`src/core/qrf_pkg.sv`:
```
/*
  constants for the queued receive buffer: register map, field layout,
  queue shape and protocol-state codes.
  assumes a 32-bit register port with byte addresses, one word per register.
*/
package qrf_pkg;

  // queue shape
  localparam int unsigned QRF_DEPTH     = 4;
  localparam int unsigned QRF_PTR_W     = 2;
  localparam int unsigned QRF_CNT_W     = 3;
  localparam int unsigned QRF_WIDTH     = 8;   // two-byte words per entry
  localparam int unsigned QRF_WIDX_W    = 3;
  localparam int unsigned QRF_MEM_AW    = 5;

  // header field widths
  localparam int unsigned QRF_ID_W      = 11;
  localparam int unsigned QRF_CYC_W     = 6;
  localparam int unsigned QRF_LEN_W     = 7;
  localparam int unsigned QRF_CRC_W     = 11;

  // protocol state codes seen on poc_state
  localparam logic [2:0] QRF_ST_CONFIG  = 3'h1;
  localparam logic [2:0] QRF_ST_ACTIVE  = 3'h2;
  localparam logic [2:0] QRF_ST_PASSIVE = 3'h3;
  localparam logic [2:0] QRF_ST_HALT    = 3'h4;
  localparam logic [2:0] QRF_ST_READY   = 3'h5;

  // register byte offsets
  localparam logic [7:0] QRF_A_STATUS   = 8'h00;
  localparam logic [7:0] QRF_A_POP      = 8'h04;
  localparam logic [7:0] QRF_A_ESTAT    = 8'h08;
  localparam logic [7:0] QRF_A_HDR0     = 8'h0C;
  localparam logic [7:0] QRF_A_HDR1     = 8'h10;
  localparam logic [7:0] QRF_A_CRIT_CH  = 8'h20;
  localparam logic [7:0] QRF_A_CRIT_ID  = 8'h24;
  localparam logic [7:0] QRF_A_APPLY    = 8'h28;
  localparam logic [7:0] QRF_A_RUNWR    = 8'h2C;
  localparam logic [7:0] QRF_A_DATA     = 8'h40; // words at +4*i

  // field positions
  localparam int unsigned QRF_B_LOST    = 8;   // status: lost flag
  localparam int unsigned QRF_B_EMPTY   = 4;   // status: empty
  localparam int unsigned QRF_B_FULL    = 5;   // status: full
  localparam int unsigned QRF_B_IDMAX   = 16;  // crit_id: max at [26:16]

  // reset values of criteria
  localparam logic [1:0]          QRF_RST_CHAN  = 2'h3;
  localparam logic                QRF_RST_NULL  = 1'b0;
  localparam logic [QRF_ID_W-1:0] QRF_RST_IDMIN = 11'h001;
  localparam logic [QRF_ID_W-1:0] QRF_RST_IDMAX = 11'h7FF;

endpackage : qrf_pkg

```
`src/core/qrf_queue.sv`:
```
/*
  queued receive buffer: admits frames from the protocol engine into a
  first-in-first-out queue and lets the host read and remove the oldest.
  assumes the protocol engine runs on ref_clk, streams payload words before
  pulsing pe_slot_done, and that host strobes are single-cycle.
*/
module qrf_queue
  import qrf_pkg::*;
(
  input  wire logic                 ref_clk,
  input  wire logic                 rst,
  // register port
  input  wire logic [7:0]           reg_addr,
  input  wire logic [31:0]          reg_wdata,
  input  wire logic                 reg_wr,
  input  wire logic                 reg_rd,
  output logic      [31:0]          reg_rdata,
  // protocol state
  input  wire logic [2:0]           poc_state,
  input  wire logic                 first_boot_slot,
  input  wire logic                 nq_search_done,
  // protocol engine slot result
  input  wire logic                 pe_word_valid,
  input  wire logic [15:0]          pe_word_data,
  input  wire logic                 pe_slot_done,
  input  wire logic                 nq_match,
  input  wire logic                 rx_channel_source,
  input  wire logic                 slot_frame_valid,
  input  wire logic                 slot_syntax_fault,
  input  wire logic                 slot_content_fault,
  input  wire logic                 slot_boundary_fault,
  input  wire logic                 slot_payload_present,
  input  wire logic                 hdr_reserved_bit,
  input  wire logic [QRF_ID_W-1:0]  hdr_frame_ident,
  input  wire logic [QRF_CYC_W-1:0] hdr_cycle_number,
  input  wire logic [QRF_LEN_W-1:0] hdr_payload_words,
  input  wire logic [QRF_CRC_W-1:0] hdr_checksum,
  input  wire logic                 hdr_preamble_flag,
  input  wire logic                 hdr_sync_flag,
  input  wire logic                 hdr_startup_flag,
  // status pins
  output logic                      queue_not_empty,
  output logic                      queue_lost
);

  // per-entry snapshot; payload in one flat array
  logic [3:0]           e_flags   [QRF_DEPTH];
  logic                 e_chan    [QRF_DEPTH];
  logic                 e_rsv     [QRF_DEPTH];
  logic [QRF_ID_W-1:0]  e_id      [QRF_DEPTH];
  logic [QRF_CYC_W-1:0] e_cyc     [QRF_DEPTH];
  logic [QRF_LEN_W-1:0] e_len     [QRF_DEPTH];
  logic [QRF_CRC_W-1:0] e_crc     [QRF_DEPTH];
  logic [2:0]           e_ind     [QRF_DEPTH];
  logic [15:0]          e_data    [QRF_DEPTH*QRF_WIDTH];

  logic [QRF_PTR_W-1:0] wr_ptr_q;
  logic [QRF_PTR_W-1:0] rd_ptr_q;
  logic [QRF_CNT_W-1:0] count_q;
  logic [QRF_WIDX_W:0]  widx_q;
  logic                 taint_q;
  logic                 lost_q;

  // criteria: shadow copy written by host, active copy used for admission
  logic [1:0]           sh_chan_q;
  logic                 sh_null_q;
  logic [QRF_ID_W-1:0]  sh_idmin_q;
  logic [QRF_ID_W-1:0]  sh_idmax_q;
  logic [1:0]           ac_chan_q;
  logic                 ac_null_q;
  logic [QRF_ID_W-1:0]  ac_idmin_q;
  logic [QRF_ID_W-1:0]  ac_idmax_q;
  logic                 runwr_en_q;

  logic                 full;
  logic                 empty;
  logic                 in_config;
  logic                 in_run;
  logic                 crit_wr_ok;
  logic                 wr_hit;
  logic                 pop;
  logic                 criteria_ok;
  logic                 candidate;
  logic                 admit;
  logic                 commit;
  logic                 drop;
  logic                 word_ok;
  logic [QRF_MEM_AW-1:0] waddr;
  logic [QRF_MEM_AW-1:0] raddr;
  logic [QRF_WIDX_W-1:0] ridx;
  logic [31:0]          rdata_d;

  assign full      = (count_q == QRF_CNT_W'(QRF_DEPTH));
  assign empty     = (count_q == '0);
  assign in_config = (poc_state == QRF_ST_CONFIG);
  assign in_run    = (poc_state == QRF_ST_ACTIVE) || (poc_state == QRF_ST_PASSIVE);

  // criteria writes only in config, or in run when enabled from config
  assign crit_wr_ok = in_config || (in_run && runwr_en_q);

  assign wr_hit = reg_wr && crit_wr_ok;
  // removal ignored on empty queue so pointers never pass each other
  assign pop    = reg_wr && (reg_addr == QRF_A_POP) && !empty;

  // frame validity, null frames, channel and identifier range, the last three from the active copy
  assign criteria_ok = slot_frame_valid
                    && (slot_payload_present || ac_null_q)
                    && ac_chan_q[rx_channel_source]
                    && (hdr_frame_ident != '0)
                    && (hdr_frame_ident >= ac_idmin_q)
                    && (hdr_frame_ident <= ac_idmax_q);

  // non-queued buffers win; skipped in first boot slot unless search finished
  assign candidate = in_run && !nq_match
                  && (!first_boot_slot || nq_search_done);

  // single queue: the fixed selection rule always picks this one
  assign admit  = pe_slot_done && candidate && criteria_ok;
  // a payload word dropped on a full queue makes the entry incoherent, so it is not kept
  assign commit = admit && !full && !taint_q;
  assign drop   = admit && (full || taint_q);

  assign word_ok = pe_word_valid && (widx_q < (QRF_WIDX_W+1)'(QRF_WIDTH));
  assign waddr   = {wr_ptr_q, widx_q[QRF_WIDX_W-1:0]};
  assign ridx    = reg_addr[QRF_WIDX_W+1:2];
  assign raddr   = {rd_ptr_q, ridx};

  // payload words land in the slot beyond the newest entry; invisible
  // to the host until the pointer moves, which makes the write indivisible
  always_ff @(posedge ref_clk) begin
    if (word_ok && !full) begin
      e_data[waddr] <= pe_word_data;
    end
  end

  always_ff @(posedge ref_clk) begin
    if (rst) begin
      widx_q  <= '0;
      taint_q <= 1'b0;
    end else if (pe_slot_done) begin
      widx_q  <= '0;
      taint_q <= 1'b0;
    end else if (word_ok) begin
      widx_q  <= widx_q + 1'b1;
      taint_q <= taint_q || full;
    end
  end

  // snapshot of slot status and header at commit
  generate
    for (genvar g = 0; g < QRF_DEPTH; g++) begin : g_entry
      always_ff @(posedge ref_clk) begin
        if (rst) begin
          e_flags[g] <= '0;
          e_chan[g]  <= 1'b0;
          e_rsv[g]   <= 1'b0;
          e_id[g]    <= '0;
          e_cyc[g]   <= '0;
          e_len[g]   <= '0;
          e_crc[g]   <= '0;
          e_ind[g]   <= '0;
        end else if (commit && (wr_ptr_q == QRF_PTR_W'(g))) begin
          e_flags[g] <= {slot_payload_present, slot_boundary_fault,
                         slot_content_fault, slot_syntax_fault};
          e_chan[g]  <= rx_channel_source;
          e_rsv[g]   <= hdr_reserved_bit;
          e_id[g]    <= hdr_frame_ident;
          e_cyc[g]   <= hdr_cycle_number;
          e_len[g]   <= hdr_payload_words;
          e_crc[g]   <= hdr_checksum;
          e_ind[g]   <= {hdr_startup_flag, hdr_sync_flag, hdr_preamble_flag};
        end
      end
    end
  endgenerate

  // pointers and fill level; admission and removal may share a cycle
  always_ff @(posedge ref_clk) begin
    if (rst) begin
      wr_ptr_q <= '0;
      rd_ptr_q <= '0;
      count_q  <= '0;
    end else begin
      if (commit) begin
        wr_ptr_q <= wr_ptr_q + 1'b1;
      end
      if (pop) begin
        rd_ptr_q <= rd_ptr_q + 1'b1;
      end
      case ({commit, pop})
        2'b10:   count_q <= count_q + 1'b1;
        2'b01:   count_q <= count_q - 1'b1;
        default: count_q <= count_q;
      endcase
    end
  end

  // lost flag: hardware set wins over a host clear in the same cycle
  always_ff @(posedge ref_clk) begin
    if (rst) begin
      lost_q <= 1'b0;
    end else if (drop) begin
      lost_q <= 1'b1;
    end else if (reg_wr && (reg_addr == QRF_A_STATUS) && reg_wdata[QRF_B_LOST]) begin
      lost_q <= 1'b0;
    end
  end

  // runtime write enable may only change during configuration
  always_ff @(posedge ref_clk) begin
    if (rst) begin
      runwr_en_q <= 1'b0;
    end else if (reg_wr && in_config && (reg_addr == QRF_A_RUNWR)) begin
      runwr_en_q <= reg_wdata[0];
    end
  end

  always_ff @(posedge ref_clk) begin
    if (rst) begin
      sh_chan_q  <= QRF_RST_CHAN;
      sh_null_q  <= QRF_RST_NULL;
      sh_idmin_q <= QRF_RST_IDMIN;
      sh_idmax_q <= QRF_RST_IDMAX;
    end else if (wr_hit && (reg_addr == QRF_A_CRIT_CH)) begin
      sh_chan_q  <= reg_wdata[1:0];
      sh_null_q  <= reg_wdata[2];
    end else if (wr_hit && (reg_addr == QRF_A_CRIT_ID)) begin
      sh_idmin_q <= reg_wdata[QRF_ID_W-1:0];
      sh_idmax_q <= reg_wdata[QRF_B_IDMAX +: QRF_ID_W];
    end
  end

  // the whole set moves to the active copy in one cycle on apply, so a
  // frame is checked against either the old or the new set, never a mix;
  // stored entries are untouched by the change
  always_ff @(posedge ref_clk) begin
    if (rst) begin
      ac_chan_q  <= QRF_RST_CHAN;
      ac_null_q  <= QRF_RST_NULL;
      ac_idmin_q <= QRF_RST_IDMIN;
      ac_idmax_q <= QRF_RST_IDMAX;
    end else if (wr_hit && (reg_addr == QRF_A_APPLY)) begin
      ac_chan_q  <= sh_chan_q;
      ac_null_q  <= sh_null_q;
      ac_idmin_q <= sh_idmin_q;
      ac_idmax_q <= sh_idmax_q;
    end
  end

  // reads have no side effect and do not depend on protocol state; an
  // empty queue reads zero at the entry registers, with the entry-valid bit low
  always_comb begin
    rdata_d = '0;
    if (reg_addr >= QRF_A_DATA) begin
      // words past the stored length read as zero, never as a stale earlier frame
      if (!empty && (reg_addr < QRF_A_DATA + 8'(4*QRF_WIDTH))
          && (QRF_LEN_W'(ridx) < e_len[rd_ptr_q])) begin
        rdata_d[15:0] = e_data[raddr];
      end
    end else begin
      case (reg_addr)
        QRF_A_STATUS: begin
          rdata_d[QRF_CNT_W-1:0] = count_q;
          rdata_d[QRF_B_EMPTY]   = empty;
          rdata_d[QRF_B_FULL]    = full;
          rdata_d[QRF_B_LOST]    = lost_q;
        end
        QRF_A_ESTAT: begin
          if (!empty) begin
            rdata_d[3:0] = e_flags[rd_ptr_q];
            rdata_d[4]   = e_chan[rd_ptr_q];
            rdata_d[31]  = 1'b1;
          end
        end
        QRF_A_HDR0: begin
          if (!empty) begin
            rdata_d[QRF_ID_W-1:0] = e_id[rd_ptr_q];
            rdata_d[21:16]        = e_cyc[rd_ptr_q];
            rdata_d[24]           = e_rsv[rd_ptr_q];
            rdata_d[27:25]        = e_ind[rd_ptr_q];
          end
        end
        QRF_A_HDR1: begin
          if (!empty) begin
            rdata_d[QRF_LEN_W-1:0] = e_len[rd_ptr_q];
            rdata_d[26:16]         = e_crc[rd_ptr_q];
          end
        end
        QRF_A_CRIT_CH: begin
          rdata_d[1:0] = sh_chan_q;
          rdata_d[2]   = sh_null_q;
          rdata_d[8:7] = ac_chan_q;
          rdata_d[9]   = ac_null_q;
        end
        QRF_A_CRIT_ID: begin
          rdata_d[QRF_ID_W-1:0]              = sh_idmin_q;
          rdata_d[QRF_B_IDMAX +: QRF_ID_W]   = sh_idmax_q;
        end
        QRF_A_RUNWR: rdata_d[0] = runwr_en_q;
        default:     rdata_d = '0;
      endcase
    end
  end

  // halt and ready change nothing on the read side
  always_ff @(posedge ref_clk) begin
    if (rst) begin
      reg_rdata <= '0;
    end else if (reg_rd) begin
      reg_rdata <= rdata_d;
    end else begin
      reg_rdata <= '0;
    end
  end

  always_ff @(posedge ref_clk) begin
    if (rst) begin
      queue_not_empty <= 1'b0;
      queue_lost      <= 1'b0;
    end else begin
      queue_not_empty <= (count_q != '0) || commit;
      queue_lost      <= lost_q || drop;
    end
  end

endmodule : qrf_queue

```
`config.mk`:
```
export PLATFORM = sky130hd
export DESIGN_NAME = qrf_queue
export DESIGN_NICKNAME = d
export VERILOG_FILES = /design/src/core/qrf_pkg.sv /design/src/core/qrf_queue.sv
export SDC_FILE = /design/constraint.sdc
export NUM_CORES = 1
export LEC_CHECK = 0
export BUFFER_PORTS_ARGS = -buffer_cell sky130_fd_sc_hd__buf_2
export CELL_PAD_IN_SITES_DETAIL_PLACEMENT = 1
export CELL_PAD_IN_SITES_GLOBAL_PLACEMENT = 1
export CORE_MARGIN = 2
export CORE_UTILIZATION = 30
export DETAILED_ROUTE_END_ITERATION = 12
export PLACE_DENSITY_LB_ADDON = 0.1
export SYNTH_ARGS = -nofsm -noshare
export SYNTH_HDL_FRONTEND = slang
export SYNTH_SLANG_ARGS = --single-unit
export TNS_END_PERCENT = 1
```
`constraint.sdc`:
```
create_clock -name ref_clk -period 8.4 [get_ports ref_clk]
set_input_delay 0.42 -clock ref_clk [delete_from_list [all_inputs] [get_ports ref_clk]]
set_output_delay 0.42 -clock ref_clk [all_outputs]
set_load 0.05 [all_outputs]
```
==> flow_results.xml <==
<?xml version="1.0" encoding="UTF-8"?>
<metrics>
  <group name="pwr">
    <metric name="net-switching-power" unit="mW">1.84</metric>
    <metric name="cellPowerDensity" unit="nW/um^2">226</metric>
    <metric name="vdd.ir_drop.worst" unit="uV">130</metric>
    <metric name="sw_frac_of_total" unit="%">21.7</metric>
    <metric name="power_frac_seq" unit="%">50.5</metric>
    <metric name="power.share.combinational" unit="%">4.1</metric>
    <metric name="clock_power_share" unit="%">45.4</metric>
    <metric name="static-leakage-power" unit="nW">12.5</metric>
    <metric name="internal-power" unit="mW">6.65</metric>
  </group>
  <group name="worst_setup_path">
    <metric name="timing.critical_path.from_type" unit="">flop</metric>
    <metric name="end_kind" unit="">flop</metric>
    <metric name="crit_required" unit="ps">8850</metric>
    <metric name="reg2reg_slack" unit="ps">4680</metric>
    <metric name="timing.critical_path.fanout_max" unit="">85</metric>
    <metric name="worstSetupPathType" unit="">flop to flop</metric>
    <metric name="worst-endpoint-arrival" unit="ps">4170</metric>
  </group>
  <group name="finish">
    <metric name="filler_cell_count" unit="">10800</metric>
    <metric name="drive_above_1_share" unit="%">24.2</metric>
    <metric name="antenna_diode_instance_count" unit="">0</metric>
    <metric name="nets" unit="">2284</metric>
    <metric name="final_cells" unit="">3615</metric>
    <metric name="syn_to_final_growth" unit="%">17.0</metric>
  </group>
  <group name="clock_network">
    <metric name="worst_skew_pair.late_latency" unit="ps">660</metric>
    <metric name="cts_repair_resize_count" unit="">0</metric>
    <metric name="cts_setup_buffers" unit="">0</metric>
    <metric name="cts_tree" unit="">yes</metric>
    <metric name="cts_h_tree_depth" unit="">3</metric>
    <metric name="clockBufferDepth" unit="">3</metric>
    <metric name="cts-buffers-inserted" unit="">90</metric>
    <metric name="numClockSinks" unit="">785</metric>
    <metric name="clockRootBuffer" unit="">sky130_fd_sc_hd__clkbuf_16</metric>
    <metric name="clkTransAtPathRegs" unit="ps">60</metric>
    <metric name="cts_hold_buffers" unit="">19</metric>
  </group>
  <group name="grt">
    <metric name="grt_pass1_vias" unit="">19700</metric>
    <metric name="maximum_number_of_pins_on_one_net_before_global_route_repair" unit="">86</metric>
    <metric name="track_usage" unit="%">17.1</metric>
    <metric name="grt_first_pass_wirelength" unit="um">137000</metric>
    <metric name="antenna_violations_before_repair" unit="">7</metric>
    <metric name="globalRouteOverflowTotal" unit="">0</metric>
  </group>
  <group name="logic_synthesis">
    <metric name="synthArstFlopShare" unit="%">0</metric>
    <metric name="synth_seq_cells" unit="">785</metric>
    <metric name="syn-instance-count" unit="">1953</metric>
    <metric name="ys_seq_area_share" unit="%">70.3</metric>
    <metric name="synth_ff_type" unit="">sky130_fd_sc_hd__edfxtp_1</metric>
    <metric name="mappedNetlistArea" unit="um^2">32100</metric>
    <metric name="synth.lib_cells_used.distinct" unit="">63</metric>
    <metric name="synth-edff-count" unit="">688</metric>
    <metric name="syn_area_per_cell" unit="um^2">16.5</metric>
    <metric name="yosysWarnings" unit="">0</metric>
  </group>
  <group name="sta">
    <metric name="report.final.slew_viol_count" unit="">0</metric>
    <metric name="timing_worst_slew_pin_value" unit="ps">1210</metric>
    <metric name="slew-limit-headroom" unit="%">19.1</metric>
    <metric name="timing_hold_violations_final" unit="">0</metric>
    <metric name="final.period_utilization" unit="%">44.3</metric>
    <metric name="rsz0062_at_grt" unit="">false</metric>
    <metric name="setup_viol" unit="">0</metric>
    <metric name="skew" unit="ps">23.4</metric>
    <metric name="fin_setup_tns" unit="ps">0</metric>
    <metric name="max_freq" unit="MHz">269</metric>
    <metric name="period_minus_slack" unit="ps">3720</metric>
  </group>
  <group name="job">
    <metric name="max_cap_viol_count" unit="">0</metric>
  </group>
  <group name="die">
    <metric name="floorplan.io_pins" unit="">147</metric>
    <metric name="coreArea" unit="um^2">107000</metric>
    <metric name="chipHeight" unit="um">331</metric>
    <metric name="placement_rows" unit="">120</metric>
    <metric name="die_w" unit="um">331</metric>
    <metric name="start_util" unit="%">30.1</metric>
    <metric name="die_area" unit="um^2">110000</metric>
  </group>
  <group name="placement">
    <metric name="io_buffer_count" unit="">133</metric>
    <metric name="place_congestion" unit="">0.775</metric>
    <metric name="dp_cells" unit="">3429</metric>
    <metric name="detailed_place_hpwl" unit="um">58200</metric>
  </group>
  <group name="route">
    <metric name="finalWirelength" unit="um">93700</metric>
    <metric name="detail_route.drc_violations" unit="">0</metric>
    <metric name="route.vias.total" unit="">17900</metric>
    <metric name="first_iter_violations" unit="">1000</metric>
    <metric name="final_antenna_net_count" unit="">0</metric>
    <metric name="detailed_routing_iteration_count_for_the_pre_antenna_repair_pass" unit="">5</metric>
    <metric name="route.detailed.wl_per_inst" unit="um">25.9</metric>
    <metric name="route.detailed.vias_per_inst" unit="">4.95</metric>
  </group>
  <group name="hold_path">
    <metric name="hold_class" unit="">input pin to flop</metric>
  </group>
  <group name="status">
    <metric name="outcome" unit="">completed</metric>
  </group>
</metrics>
per-layer routing:
metal,vias to the layer above,part of all wire (%),track usage [%]
met5,-,0.025,0
met3,150,3.5,2.76
met1,9394,42,21.2
met2,330,52,30.4
li1,8002,-,-
met4,4,2.9,5.00
worst paths after layout:
| check | startpoint | cells past startpoint | end |
|---|---|---|---|
| setup reg to reg | ac_idmin_q[10] | 10 | queue_not_empty |
| hold reg to reg | sh_idmin_q[9] | 2 | sh_idmin_q[9] |
| setup / recovery | ac_idmin_q[10] | 10 | queue_not_empty |
| hold / removal | reg_wdata[1] | 3 | sh_chan_q[1] |
layout make-up:
type	instances	area, um^2	share of cell area, %
Inverter	81	304	0.809
Multi-Input combinational cell	968	8700	23.2
Clock buffer	123	2520	6.70
Tap cell	1403	1760	4.67
Clock inverter	44	382	1.02
Timing Repair Buffer	211	1310	3.50
Sequential cell	785	22600	60.2
cell families after synthesis:
logic type | after synthesis | synth area share (%)
AO/OA/AOI/OAI | 194 | 4.19
multiplexers | 253 | 13.5
adder cells (fa/ha/maj) | 34 | 1.35
buffers and inverters | 202 | 2.88
XOR/XNOR | 7 | 0.191
other | 1 | 0.0117
AND/OR/NAND/NOR | 477 | 7.54
flip-flops | 785 | 70.3
worst max-delay path: stages (launching register included):
cell,delay [ps]
sky130_fd_sc_hd__dfxtp_1,340
sky130_fd_sc_hd__inv_1,50
sky130_fd_sc_hd__ha_1,310
sky130_fd_sc_hd__a21oi_1,210
sky130_fd_sc_hd__o21ai_0,140
sky130_fd_sc_hd__a2111oi_0,530
sky130_fd_sc_hd__a211o_1,310
sky130_fd_sc_hd__a21oi_2,110
sky130_fd_sc_hd__inv_2,270
sky130_fd_sc_hd__buf_4,820
sky130_fd_sc_hd__a21oi_1,370
stage by stage:
stage	instance area [um^2]	hold slack [ps]	util [%]	power (mW)	worst slack (ps)
2_1_floorplan	32100	438	-	4.55	2790
3_3_place_gp	34500	471	32.4	4.71	4230
3_5_place_dp	34500	476	32.4	4.72	4280
4_1_cts	37600	2.59	35.3	8.61	4610
5_1_grt	37600	24.7	35.3	8.77	4420
6_report	37600	49.1	35.3	8.49	4680
placed cells by master (no fill, tap or decap), types with 5 or more instances in the layout:
cell type                       Yosys  layout
sky130_fd_sc_hd__edfxtp_1         688     688
sky130_fd_sc_hd__mux4_2           144     144
sky130_fd_sc_hd__buf_2             35     131
sky130_fd_sc_hd__nor3_1           129     128
sky130_fd_sc_hd__nand2_1          113     111
sky130_fd_sc_hd__mux2i_1          108     108
sky130_fd_sc_hd__dfxtp_1           97      95
sky130_fd_sc_hd__clkbuf_16          0      91
sky130_fd_sc_hd__inv_1             78      77
sky130_fd_sc_hd__nor2_1            84      67
sky130_fd_sc_hd__buf_4              8      59
sky130_fd_sc_hd__a21oi_1           43      43
sky130_fd_sc_hd__nand3_1           36      36
sky130_fd_sc_hd__and2_1            34      34
sky130_fd_sc_hd__nor3_2            32      33
sky130_fd_sc_hd__ha_1              33      33
sky130_fd_sc_hd__o21ai_0           33      31
sky130_fd_sc_hd__a22oi_1           28      28
sky130_fd_sc_hd__a221oi_1          27      27
sky130_fd_sc_hd__clkbuf_1          55      20
sky130_fd_sc_hd__dlygate4sd3_1      0      19
sky130_fd_sc_hd__nor2_2             0      17
sky130_fd_sc_hd__clkinv_1           0      16
sky130_fd_sc_hd__o22ai_1           16      16
sky130_fd_sc_hd__clkinv_2           0      16
sky130_fd_sc_hd__nand2b_1          13      13
sky130_fd_sc_hd__clkbuf_8           0      13
sky130_fd_sc_hd__o211ai_1          12      12
sky130_fd_sc_hd__and3_1             8       8
sky130_fd_sc_hd__nor4_1             5       5
sky130_fd_sc_hd__nand4_1            5       5
sky130_fd_sc_hd__or3_1              5       5
sky130_fd_sc_hd__nor2b_1            5       5
sky130_fd_sc_hd__bufinv_16          0       5
synthesized netlist by cell type, types with 4 or more instances:
library cell / number / area (um^2)
sky130_fd_sc_hd__edfxtp_1: 688 / 20700
sky130_fd_sc_hd__mux4_2: 144 / 3240
sky130_fd_sc_hd__nor3_1: 129 / 646
sky130_fd_sc_hd__nand2_1: 113 / 424
sky130_fd_sc_hd__mux2i_1: 108 / 1080
sky130_fd_sc_hd__dfxtp_1: 97 / 1940
sky130_fd_sc_hd__nor2_1: 84 / 315
sky130_fd_sc_hd__inv_1: 78 / 293
sky130_fd_sc_hd__clkbuf_1: 55 / 206
sky130_fd_sc_hd__a21oi_1: 43 / 215
sky130_fd_sc_hd__nand3_1: 36 / 180
sky130_fd_sc_hd__buf_2: 35 / 175
sky130_fd_sc_hd__and2_1: 34 / 213
sky130_fd_sc_hd__ha_1: 33 / 413
sky130_fd_sc_hd__o21ai_0: 33 / 165
sky130_fd_sc_hd__nor3_2: 32 / 320
sky130_fd_sc_hd__a22oi_1: 28 / 210
sky130_fd_sc_hd__a221oi_1: 27 / 236
sky130_fd_sc_hd__o22ai_1: 16 / 100
sky130_fd_sc_hd__nand2b_1: 13 / 81.3
sky130_fd_sc_hd__buf_6: 12 / 135
sky130_fd_sc_hd__o211ai_1: 12 / 90.1
sky130_fd_sc_hd__and3_1: 8 / 50.1
sky130_fd_sc_hd__buf_1: 8 / 30.0
sky130_fd_sc_hd__buf_4: 8 / 60.1
sky130_fd_sc_hd__nand4_1: 5 / 31.3
sky130_fd_sc_hd__nor2b_1: 5 / 31.3
sky130_fd_sc_hd__nor4_1: 5 / 31.3
sky130_fd_sc_hd__or3_1: 5 / 31.3
sky130_fd_sc_hd__a2bb2oi_1: 4 / 35.0
sky130_fd_sc_hd__xor2_1: 4 / 35.0
power by group through the flow:
stage	Clock, mW	Sequential [mW]	Combinational, mW
global route	4.11	4.29	0.382
finish	3.85	4.28	0.349
detailed placement	0	4.37	0.355
CTS	3.97	4.28	0.363
floorplan	0	4.37	0.188
global placement	0	4.36	0.350
registers in the layout, indices dropped and copies added, names as in the netlist, 2 cells and up, named ones only:
register,flops
sh_idmax_q,11
e_chan,4
ac_idmin_q,11
e_crc,44
rd_ptr_q,2
e_ind,12
e_cyc,24
ac_idmax_q,11
e_data,512
count_q,3
wr_ptr_q,2
e_id,44
e_rsv,4
widx_q,4
sh_idmin_q,11
ac_chan_q,2
e_len,28
e_flags,16
sh_chan_q,2
reg_rdata,29
Note: power is estimated with default switching activity, not from simulation.
